[src/pcsr_map.svh]
`ifndef PCSR_MAP_SVH
`define PCSR_MAP_SVH

// ----------------------------------------------------------------------
// Bus codes
// ----------------------------------------------------------------------
`define PCSR_ADDR_WR 8'hA4
`define PCSR_ADDR_RD 8'hA5
`define PCSR_REG_OFFSET 8'hFF
`define PCSR_CMD_SET_WEL 8'h02
`define PCSR_CMD_CLR_WEL 8'h00
`define PCSR_CMD_SET_REGISTER_WRITE_UNLOCK 8'h06
`define PCSR_BYTE_BITS 4'h8

// ----------------------------------------------------------------------
// Register layout
// ----------------------------------------------------------------------
`define PCSR_BIT_MON2 6
`define PCSR_BIT_MON3 5
`define PCSR_BIT_LOCK 3
`define PCSR_BIT_REGISTER_WRITE_UNLOCK 2
`define PCSR_BIT_WEL 1
`define PCSR_RSVD_MASK 8'h91
`define PCSR_REG_RESET 8'h00
`define PCSR_PINS_IDLE 5'h18

// ----------------------------------------------------------------------
// Timing
// ----------------------------------------------------------------------
`define PCSR_CLK_NS 10
`define PCSR_NV_TIME_US 5000
`define PCSR_NV_W 19
`endif

[src/pcsr_pkg.sv]
package pcsr_pkg;

  // --------------------------------------------------------------------
  // Types
  // --------------------------------------------------------------------
  typedef enum logic [3:0] {
    pcsr_st_idle = 4'h0,
    pcsr_st_addr = 4'h1,
    pcsr_st_ack = 4'h3,
    pcsr_st_sub = 4'h2,
    pcsr_st_data = 4'h6,
    pcsr_st_read = 4'h7,
    pcsr_st_wait = 4'h5
  } pcsr_state_e;

  typedef struct packed {
    logic scl;
    logic sda;
    logic wp;
    logic [1:0] mon;
  } pcsr_pins_s;

  typedef struct packed {
    logic start;
    logic stop;
    logic rise;
    logic fall;
  } pcsr_evt_s;

  typedef struct packed {
    pcsr_pins_s s1;
    pcsr_pins_s s2;
    logic scl_prev;
    logic sda_prev;
  } pcsr_front_s;

  typedef struct packed {
    pcsr_state_e state;
    pcsr_state_e nxt;
    logic [3:0] cnt;
    logic [7:0] shreg;
    logic sda_drive;
    logic ptr_ok;
    logic pending;
    logic [7:0] pend;
    logic global_write_latch;
    logic register_write_unlock;
    logic lock;
    logic nv_data;
    logic [1:0] flags;
    logic [18:0] nv_cnt;
    logic nv_store;
    logic [7:0] view;
    logic vol_ok;
    logic nv_ok;
  } pcsr_core_s;

endpackage : pcsr_pkg

[src/pcsr_pin_front.sv]
`timescale 1ns/1ns
`include "pcsr_map.svh"
module pcsr_pin_front (
  input wire logic clk,
  input wire logic srst,
  input wire logic ce,
  input wire logic scl_pin,
  input wire logic sda_pin,
  input wire logic wp_pin,
  input wire logic [1:0] mon_pin,
  output pcsr_pkg::pcsr_pins_s pins,
  output pcsr_pkg::pcsr_evt_s evt
);

  // --------------------------------------------------------------------
  // Two-stage synchroniser and bus edge detection
  // --------------------------------------------------------------------
  pcsr_pkg::pcsr_front_s q;
  pcsr_pkg::pcsr_front_s d;

  // Edges are taken only from the second stage so that the first stage
  // never feeds any decision.
  always_comb begin
    d = q;
    d.s1 = {scl_pin, sda_pin, wp_pin, mon_pin};
    d.s2 = q.s1;
    d.scl_prev = q.s2.scl;
    d.sda_prev = q.s2.sda;
  end

  always_ff @(posedge clk) begin
    if (srst) begin
      q.s1 <= `PCSR_PINS_IDLE;
      q.s2 <= `PCSR_PINS_IDLE;
      q.scl_prev <= 1'h1;
      q.sda_prev <= 1'h1;
    end else if (ce) begin
      q <= d;
    end
  end

  assign pins = q.s2;
  assign evt.start = q.scl_prev & q.s2.scl & q.sda_prev & ~q.s2.sda;
  assign evt.stop = q.scl_prev & q.s2.scl & ~q.sda_prev & q.s2.sda;
  assign evt.rise = ~q.scl_prev & q.s2.scl;
  assign evt.fall = q.scl_prev & ~q.s2.scl;

endmodule : pcsr_pin_front

[src/pcsr_control_status.sv]
`timescale 1ns/1ns
`include "pcsr_map.svh"
module pcsr_control_status #(
  parameter int NV_CYCLES = (`PCSR_NV_TIME_US * 1000) / `PCSR_CLK_NS
) (
  input wire logic clk,
  input wire logic srst,
  input wire logic ce,
  input wire logic scl_pin,
  input wire logic sda_pin,
  output logic sda_out,
  output logic sda_oe_n,
  input wire logic wp_pin,
  input wire logic [1:0] monitor_reset_out,
  input wire logic nv_lock_recall,
  output logic [7:0] control_status,
  output logic pot_volatile_write_ok,
  output logic pot_nonvolatile_write_ok,
  output logic nv_store_pulse,
  output logic nv_store_data,
  output logic nv_busy
);

  // --------------------------------------------------------------------
  // Pin front end
  // --------------------------------------------------------------------
  pcsr_pkg::pcsr_pins_s pins;
  pcsr_pkg::pcsr_evt_s evt;
  pcsr_pkg::pcsr_core_s q;
  pcsr_pkg::pcsr_core_s d;
  logic busy;

  pcsr_pin_front u_front (
    .clk(clk),
    .srst(srst),
    .ce(ce),
    .scl_pin(scl_pin),
    .sda_pin(sda_pin),
    .wp_pin(wp_pin),
    .mon_pin(monitor_reset_out),
    .pins(pins),
    .evt(evt)
  );

  assign busy = q.nv_cnt != '0;

  // --------------------------------------------------------------------
  // Data byte acceptance
  // --------------------------------------------------------------------
  // With the unlock bit clear, a protect pin blocks everything but the latch-only
  // values, so the latch can still be managed for volatile pot access.
  function automatic logic pcsr_accept(input logic [7:0] b,
                                       input logic global_write_latch,
                                       input logic register_write_unlock,
                                       input logic wp);
    return register_write_unlock ? (global_write_latch & ~wp & ((b & `PCSR_RSVD_MASK) == `PCSR_REG_RESET))
                : ((b == `PCSR_CMD_SET_WEL) | (b == `PCSR_CMD_CLR_WEL) |
                   (global_write_latch & ~wp & (b == `PCSR_CMD_SET_REGISTER_WRITE_UNLOCK)));
  endfunction : pcsr_accept

  // --------------------------------------------------------------------
  // Next state
  // --------------------------------------------------------------------
  always_comb begin
    d = q;
    d.nv_store = 1'h0;
    if (busy) begin
      d.nv_cnt = q.nv_cnt - `PCSR_NV_W'(1);
      if (q.nv_cnt == `PCSR_NV_W'(1)) begin
        d.lock = q.nv_data;
        d.nv_store = 1'h1;
      end
    end
    for (int i = 0; i < 2; i++) begin
      if (!pins.mon[i]) begin
        d.flags[i] = 1'h0;
      end
    end
    if (evt.start) begin
      d.state = pcsr_pkg::pcsr_st_addr;
      d.cnt = '0;
      d.sda_drive = 1'h0;
      d.pending = 1'h0;
    end else if (evt.stop) begin
      if (q.pending) begin
        if (!q.register_write_unlock) begin
          if (q.pend == `PCSR_CMD_SET_WEL) begin
            d.global_write_latch = 1'h1;
          end else if (q.pend == `PCSR_CMD_CLR_WEL) begin
            d.global_write_latch = 1'h0;
          end else begin
            d.global_write_latch = 1'h1;
            d.register_write_unlock = 1'h1;
          end
        end else begin
          for (int i = 0; i < 2; i++) begin
            d.flags[i] = q.pend[`PCSR_BIT_MON3 + i] & pins.mon[i];
          end
          d.global_write_latch = q.pend[`PCSR_BIT_WEL];
          if (!q.pend[`PCSR_BIT_REGISTER_WRITE_UNLOCK]) begin
            d.register_write_unlock = 1'h0;
            if (!pins.wp) begin
              d.nv_cnt = `PCSR_NV_W'(NV_CYCLES);
              d.nv_data = q.pend[`PCSR_BIT_LOCK];
            end
          end
        end
      end
      d.pending = 1'h0;
      d.ptr_ok = 1'h0;
      d.state = pcsr_pkg::pcsr_st_idle;
      d.sda_drive = 1'h0;
    end else if (evt.rise) begin
      if ((q.state == pcsr_pkg::pcsr_st_addr ||
           q.state == pcsr_pkg::pcsr_st_sub ||
           q.state == pcsr_pkg::pcsr_st_data) &&
          q.cnt != `PCSR_BYTE_BITS) begin
        d.shreg = {q.shreg[6:0], pins.sda};
        d.cnt = q.cnt + 4'h1;
      end
    end else if (evt.fall) begin
      case (q.state)
        pcsr_pkg::pcsr_st_addr: begin
          if (q.cnt == `PCSR_BYTE_BITS) begin
            d.cnt = '0;
            d.state = pcsr_pkg::pcsr_st_wait;
            d.ptr_ok = 1'h0;
            if (!busy && q.shreg == `PCSR_ADDR_WR) begin
              d.sda_drive = 1'h1;
              d.state = pcsr_pkg::pcsr_st_ack;
              d.nxt = pcsr_pkg::pcsr_st_sub;
            end else if (!busy && q.ptr_ok &&
                         q.shreg == `PCSR_ADDR_RD) begin
              d.sda_drive = 1'h1;
              d.state = pcsr_pkg::pcsr_st_ack;
              d.nxt = pcsr_pkg::pcsr_st_read;
            end
          end
        end
        pcsr_pkg::pcsr_st_sub: begin
          if (q.cnt == `PCSR_BYTE_BITS) begin
            d.cnt = '0;
            d.state = pcsr_pkg::pcsr_st_wait;
            if (q.shreg == `PCSR_REG_OFFSET) begin
              d.ptr_ok = 1'h1;
              d.sda_drive = 1'h1;
              d.state = pcsr_pkg::pcsr_st_ack;
              d.nxt = pcsr_pkg::pcsr_st_data;
            end
          end
        end
        pcsr_pkg::pcsr_st_data: begin
          if (q.cnt == `PCSR_BYTE_BITS) begin
            d.cnt = '0;
            d.state = pcsr_pkg::pcsr_st_wait;
            d.pending = 1'h0;
            if (!q.pending &&
                pcsr_accept(q.shreg, q.global_write_latch, q.register_write_unlock, pins.wp)) begin
              d.pending = 1'h1;
              d.pend = q.shreg;
              d.sda_drive = 1'h1;
              d.state = pcsr_pkg::pcsr_st_ack;
              d.nxt = pcsr_pkg::pcsr_st_data;
            end
          end
        end
        pcsr_pkg::pcsr_st_ack: begin
          if (q.nxt == pcsr_pkg::pcsr_st_read) begin
            d.shreg = {q.view[6:0], 1'h0};
            d.sda_drive = ~q.view[7];
            d.cnt = 4'h1;
            d.state = pcsr_pkg::pcsr_st_read;
          end else begin
            d.sda_drive = 1'h0;
            d.cnt = '0;
            d.state = q.nxt;
          end
        end
        pcsr_pkg::pcsr_st_read: begin
          if (q.cnt == `PCSR_BYTE_BITS) begin
            d.sda_drive = 1'h0;
            d.cnt = '0;
            d.state = pcsr_pkg::pcsr_st_wait;
          end else begin
            d.sda_drive = ~q.shreg[7];
            d.shreg = {q.shreg[6:0], 1'h0};
            d.cnt = q.cnt + 4'h1;
          end
        end
        default: begin
          d.sda_drive = 1'h0;
        end
      endcase
    end
    // Reserved positions stay zero because they are never assigned.
    d.view = `PCSR_REG_RESET;
    d.view[`PCSR_BIT_MON2] = q.flags[1];
    d.view[`PCSR_BIT_MON3] = q.flags[0];
    d.view[`PCSR_BIT_LOCK] = q.lock;
    d.view[`PCSR_BIT_REGISTER_WRITE_UNLOCK] = q.register_write_unlock;
    d.view[`PCSR_BIT_WEL] = q.global_write_latch;
    d.vol_ok = q.global_write_latch & ~q.lock;
    d.nv_ok = q.global_write_latch & ~q.lock & ~pins.wp;
  end

  // --------------------------------------------------------------------
  // State register
  // --------------------------------------------------------------------
  // The lock is nonvolatile, so reset reloads it from the storage cell
  // rather than clearing it.
  always_ff @(posedge clk) begin
    if (srst) begin
      q <= '0;
      q.state <= pcsr_pkg::pcsr_st_idle;
      q.nxt <= pcsr_pkg::pcsr_st_idle;
      q.lock <= nv_lock_recall;
    end else if (ce) begin
      q <= d;
    end
  end

  assign sda_out = 1'h0;
  assign sda_oe_n = ~q.sda_drive;
  assign control_status = q.view;
  assign pot_volatile_write_ok = q.vol_ok;
  assign pot_nonvolatile_write_ok = q.nv_ok;
  assign nv_store_pulse = q.nv_store;
  assign nv_store_data = q.nv_data;
  assign nv_busy = busy;
endmodule : pcsr_control_status

[config.mk]
export PLATFORM = sky130hd
export DESIGN_NAME = pcsr_control_status
export DESIGN_NICKNAME = d
export VERILOG_FILES = /design/src/pcsr_pkg.sv /design/src/pcsr_pin_front.sv /design/src/pcsr_control_status.sv
export VERILOG_INCLUDE_DIRS = /design/src
export SDC_FILE = /design/constraint.sdc
export NUM_CORES = 1
export LEC_CHECK = 0
export BUFFER_PORTS_ARGS = -buffer_cell sky130_fd_sc_hd__buf_2
export CORE_ASPECT_RATIO = 1.1
export CORE_MARGIN = 2
export CORE_UTILIZATION = 46
export CTS_CLUSTER_DIAMETER = 60
export DETAILED_ROUTE_END_ITERATION = 16
export GPL_TIMING_DRIVEN = 1
export PLACE_DENSITY = 0.66
export SLEW_MARGIN = 15
export SYNTH_ARGS = -nofsm -noshare
export SYNTH_HDL_FRONTEND = slang
export SYNTH_SLANG_ARGS = --single-unit
[constraint.sdc]
create_clock -name clk -period 2.1 [get_ports clk]
set_input_delay 0.315 -clock clk [delete_from_list [all_inputs] [get_ports clk]]
set_output_delay 0.315 -clock clk [all_outputs]
set_load 0.02 [all_outputs]
* Yosys cells after proc, flatten, opt, wreduce, memory -nomap -nowiden *
Cells that the tools add are included.

storage, ports and cells
  output and inout port bits = 15
  memory bits (writable) = 0
  flip-flop bits (word level) = 76
  ROM bits = 0
  input bits = 9
  word-level logic and storage cells = 224
  memories kept = 0
  bits in latches = 0

operators by class
  multiplexer cells = 90
  eq/ne operators = 38
  divide/modulo/power cells = 0
  bitwise logic cells = 28
  $add $sub $neg = 2
  multipliers = 0
  reductions and logical operators = 38
  magnitude comparators = 0
  shift operators = 0

operators by type and width
  cell                     count
  $mux W12                 20
  $mux W22                 4
  $mux W34                 2
  $pmux W4 S5              2
  $reduce_and A8 Y1        5
  $mux W19                 2
  $mux W8                  4
  $ne A4 B3 Y1 const B     8
  $mux W31                 1
  $ne A6 B5 Y1 const B     5
  $mux W2                  14
  $mux W9                  3
  $eq A8 B8 Y1 const B     3
  $logic_not A8 Y1         3
  $mux W4                  6
  $mux W1                  21
  $mux W7                  3
  $reduce_bool A3 Y1       7
  $mux W20                 1
  $eq A19 B1 Y1 const B    1
  $reduce_bool A19 Y1      1
  $sub A19 B1 Y19 const B  1
  $eq A8 B2 Y1 const B     2
  $mux W16                 1
  32 further kinds         76

* Longest topological paths before layout *
  depth after elaboration = 18
  depth in mapped cells = 9
  gate-level depth less buffers = 8

* Cells and area by module *
From an unflattened synthesis, not the netlist that was laid out.

unflattened totals
  cells, all modules = 450
  area, all modules = 3,878.7 um2

by module, submodules not included
  module               times used  area each (um2)  cells an instance  seq. area each (um2)
  pcsr_control_status  1           3,365.7          401                1,271.2
  pcsr_pin_front       1           513.0            49                 240.2

* Worst setup path after synthesis *
No wires, ideal clock.

  path type = register to register
  start point = register u_front.q[1] (netlist name)
  end point = register q[56] (netlist name)
  library setup time = 116 ps
  clock period less this slack = 2,079 ps
  data required time = 1,984 ps
  setup slack = 21 ps
  cell stages (with the launch flop) = 10
  buffers on the path = 1
  arrival time = 1,963 ps
  cell sequence = dfxtp_1 -> inv_1 -> ha_1 -> clkbuf_1 -> nor3b_1 -> mux2_2 -> o311ai_0 -> o211a_1 -> nor4_1 -> a31o_2

between the ends
  cells in the longest elaborated chain, start to end = 5
  elaborated cells on any way between the ends = 19
  classes of those cells = eq/ne (5); mux (3); bitwise (8); reduce/logical (3)

ends and longest elaborated chain
  element                                                        RTL line                                                          source
  start, declared                                                pcsr_pin_front.sv:18                                              pcsr_pkg::pcsr_front_s q;
  $and A1 B1 Y1 / $not A1 Y1 (equally long branches)             pcsr_pin_front.sv:43, pcsr_pin_front.sv:44, pcsr_pin_front.sv:45
  $and A1 B1 Y1 (on tied branches)                               pcsr_pin_front.sv:43, pcsr_pin_front.sv:44, pcsr_pin_front.sv:45
  $and A1 B1 Y1, or another cell as far along                    pcsr_pin_front.sv:43                                              assign evt.start = q.scl_prev & q.s2.scl & q.sda_prev & ~q.s2.sda;
  $ne A4 B3 Y1 (no line), or another cell as far along           --
  $reduce_and A8 Y1 (no line) / $mux W4 (equally long branches)  --
  end, declared                                                  pcsr_control_status.sv:29                                         pcsr_pkg::pcsr_core_s q;

Parallel ways exist; a longest one is shown, timed or not. The select of a mux whose other input is x is not followed.
A chain may end at the register's enable or synchronous reset.

* Worst setup path in the final report *
Same ends and word-level chain as after synthesis.

==> impl_metrics.toml <==
[yosys]
synth_top_flop_cell = "dfxtp_1"
synthDistinctLibCells = 68
synth-warning-count = 0
syn-cell-area_um2 = 3970
yosysSeqAreaShare = 0.381
synth.avg_cell_area_um2 = 8.46
ys_seq_elements = 75
synth-async-reset-ratio = 0
synth_edf_count = 1
synth_cells = 469

[placement]
placed_area_um2 = 4370
io_buffer_count = 19
place_ws_ps = -10.9
routabilityCongestion = 0.940
place_hpwl_um = 7100

[sta]
maxSlewViolCount = 0
period_share = 0.993
setup_viol = 0
rsz0062_at_grt = "true"
hold_viol = 0
fin_setup_tns_ps = 0
min_period_ps = 2090
setup_ws_ps = 13.7
fmax_ghz = 0.479
clock_skew_ps = 13.6
relSlewSlack = 0.595
tightest_slew_ps = 607
worst_hold_slack_ps = 163

[critical_path]
start_kind = "flip-flop"
path_max_fanout = 5
end_kind = "flip-flop"
cp.arrival_ps = 2340
worst-endpoint-required_ps = 2360
critPathKind = "reg -> reg"

[routing]
drc = 0
via_per_inst = 5.74
drt-pass1-iter-count = 6
routed_wl_um = 10100
ant_nets = 0
wire_per_inst_um = 15.8
vias = 3644
drt_first_iter_violations = 233

[cts]
cts-root-buf = "clkbuf_8"
h-tree-depth = 3
cts.path.max_buffers = 2
clk_latency_ps = 370
cts_tree = "yes"
ctsHoldBuffers = 0
cts_buffers = 9
clkSlewWorstSetupHoldPaths_ps = 90
cts.sinks = 75

[floorplanning]
design.die.area_um2 = 9380
die-width_um = 92.5
rows = 35
start_util = 0.474
die_y_um = 101
ios = 24
core-area_um2 = 8360

[global_route]
grt_pass1_vias = 3398
grt_pass1_wl_um = 16300
grt_usage = 0.220
overflow = 0
antenna_found_initial = 0
grt_max_degree = 29

[cells_and_area]
drive_above_1_share = 0.235
finalInstanceArea_um2 = 4750
areaGrowthSynthToFinish_pct = 19.9
diodes = 0
fin_nets = 536

[power]
p_per_area_nw_per_um2 = 1040
irDropWorstVdd_uv = 948
p_switching_mw = 1.95
clockPowerShare = 0.216
p_comb_frac = 0.423
p_sw_frac = 0.392
p_int_mw = 3.02
pwr-share-seq = 0.361
p_leak_nw = 1.87

[job]
drv_cap = 0

[worst_hold_path]
min_path_type = "in -> reg"

[status]
outcome = "completed"
## stage by stage
step,utilization,cells,total power [mW]
finish,0.568,635,4.97
global route,0.568,635,5.28
CTS,0.551,629,4.82
detailed placement,0.523,610,3.64
global placement,0.523,610,3.61
floorplan,-,472,3.08
## repair_timing
action	4_1_cts	5_1_grt
gates cloned	0	1
setup endpoints to repair	5	32
resized for setup	7	24
pin swaps	4	5
buffers inserted	3	5
## cell usage after synthesis, types with 2 or more instances
master / n / share of area
nor3_2: 2 / 0.0050
nand3b_1: 6 / 0.011
nor2b_1: 8 / 0.013
o311ai_1: 2 / 0.0044
xor2_1: 4 / 0.0088
o2111ai_1: 3 / 0.0066
buf_4: 9 / 0.017
nand4_1: 3 / 0.0047
buf_2: 7 / 0.0088
mux2i_1: 24 / 0.061
nand3_1: 19 / 0.024
ha_1: 8 / 0.025
nor4b_1: 3 / 0.0066
a21oi_1: 24 / 0.030
nor3_1: 21 / 0.026
o21a_1: 5 / 0.0095
xnor2_1: 10 / 0.022
nor4_1: 9 / 0.014
a221oi_1: 6 / 0.013
a31oi_1: 5 / 0.0079
or3_1: 4 / 0.0063
mux2_2: 2 / 0.0057
dfxtp_1: 74 / 0.37
nor4_2: 2 / 0.0063
nor3b_1: 6 / 0.011
a211oi_1: 2 / 0.0038
nand2b_1: 7 / 0.011
nand4b_1: 2 / 0.0044
nand2_1: 40 / 0.038
and3_1: 3 / 0.0047
clkbuf_1: 19 / 0.018
inv_1: 14 / 0.013
a31o_2: 2 / 0.0044
o211ai_1: 6 / 0.011
o31ai_1: 3 / 0.0057
and3b_1: 3 / 0.0066
o21ai_0: 16 / 0.020
nor2_1: 56 / 0.053
## worst paths after layout
path,slack (ps),cells after the start,end,from
worst max register to register,10,8,q[56],u_front.q[1]
worst min register to register,470,2,d[8],d[8]
worst min-delay path,160,3,u_front.d[6],scl_pin
worst max-delay path,10,8,q[56],u_front.q[1]
## cell type report
cell class | count | area (um2)
tap | 111 | 139
clock inverter | 7 | 58.8
sequential | 75 | 1510
fill | 776 | 3610
timing repair buffer | 72 | 498
clock buffer | 9 | 124
multi-input combinational | 346 | 2360
inverter | 15 | 56.3
## routing by layer
| metal | part of all wire | vias to the layer above | global-route usage |
|---|---|---|---|
| li1 | - | 1776 | - |
| met1 | 0.44 | 1729 | 0.280 |
| met2 | 0.47 | 112 | 0.369 |
| met3 | 0.055 | 27 | 0.0350 |
| met4 | 0.028 | 0 | 0.101 |
| met5 | 0 | - | 0 |
## state kept, by name (all words and copies together), names as in the netlist
| register | count |
|---|---|
| q | 49 |
| control_status | 5 |
| d | 5 |
| u_front.d | 5 |
| u_front.pins | 5 |
| u_front.q | 2 |
| nv_store_data | 1 |
| nv_store_pulse | 1 |
| pot_nonvolatile_write_ok | 1 |
| pot_volatile_write_ok | 1 |
## worst max-delay path: stages, from the launching register on
cell      delay (ps)
dfxtp_1          340
inv_1             60
ha_1             240
nor4bb_1         160
mux2_2           280
o311ai_1         300
o211a_1          300
nor4_1            80
a31o_2           220
## kinds of logic (layout without fill, tap and decap cells)
family,count (synthesis),count (layout),synth area share
buffers and inverters,51,103,0.0590
multiplexers,26,26,0.0662
AND/OR/NAND/NOR,202,202,0.273
other,1,4,0.000945
XOR/XNOR,14,14,0.0309
flip-flops,75,75,0.381
adder cells (fa/ha/maj),8,8,0.0252
AO/OA/AOI/OAI,92,92,0.163
## cell usage in the layout (no fill, tap or decap), types with 7 or more instances in the layout
cell type	instances
xnor2_1	10
nor2_1	55
nor2b_1	7
buf_4	50
a21oi_1	24
dfxtp_1	72
nand2_1	40
mux2i_1	24
nor4_1	7
o21ai_0	15
buf_2	20
nor3_1	18
nand3_1	17
inv_1	13
ha_1	7
clkbuf_8	9
## power groups by stage
stage	combinational, mW	clock (mW)	sequential, mW
4_1_cts	1.95	1.09	1.78
3_5_place_dp	1.83	0	1.81
5_1_grt	2.32	1.14	1.82
3_3_place_gp	1.81	0	1.80
2_1_floorplan	1.27	0	1.81
6_report	2.10	1.07	1.79
Note: power is estimated with default switching activity, not from simulation.
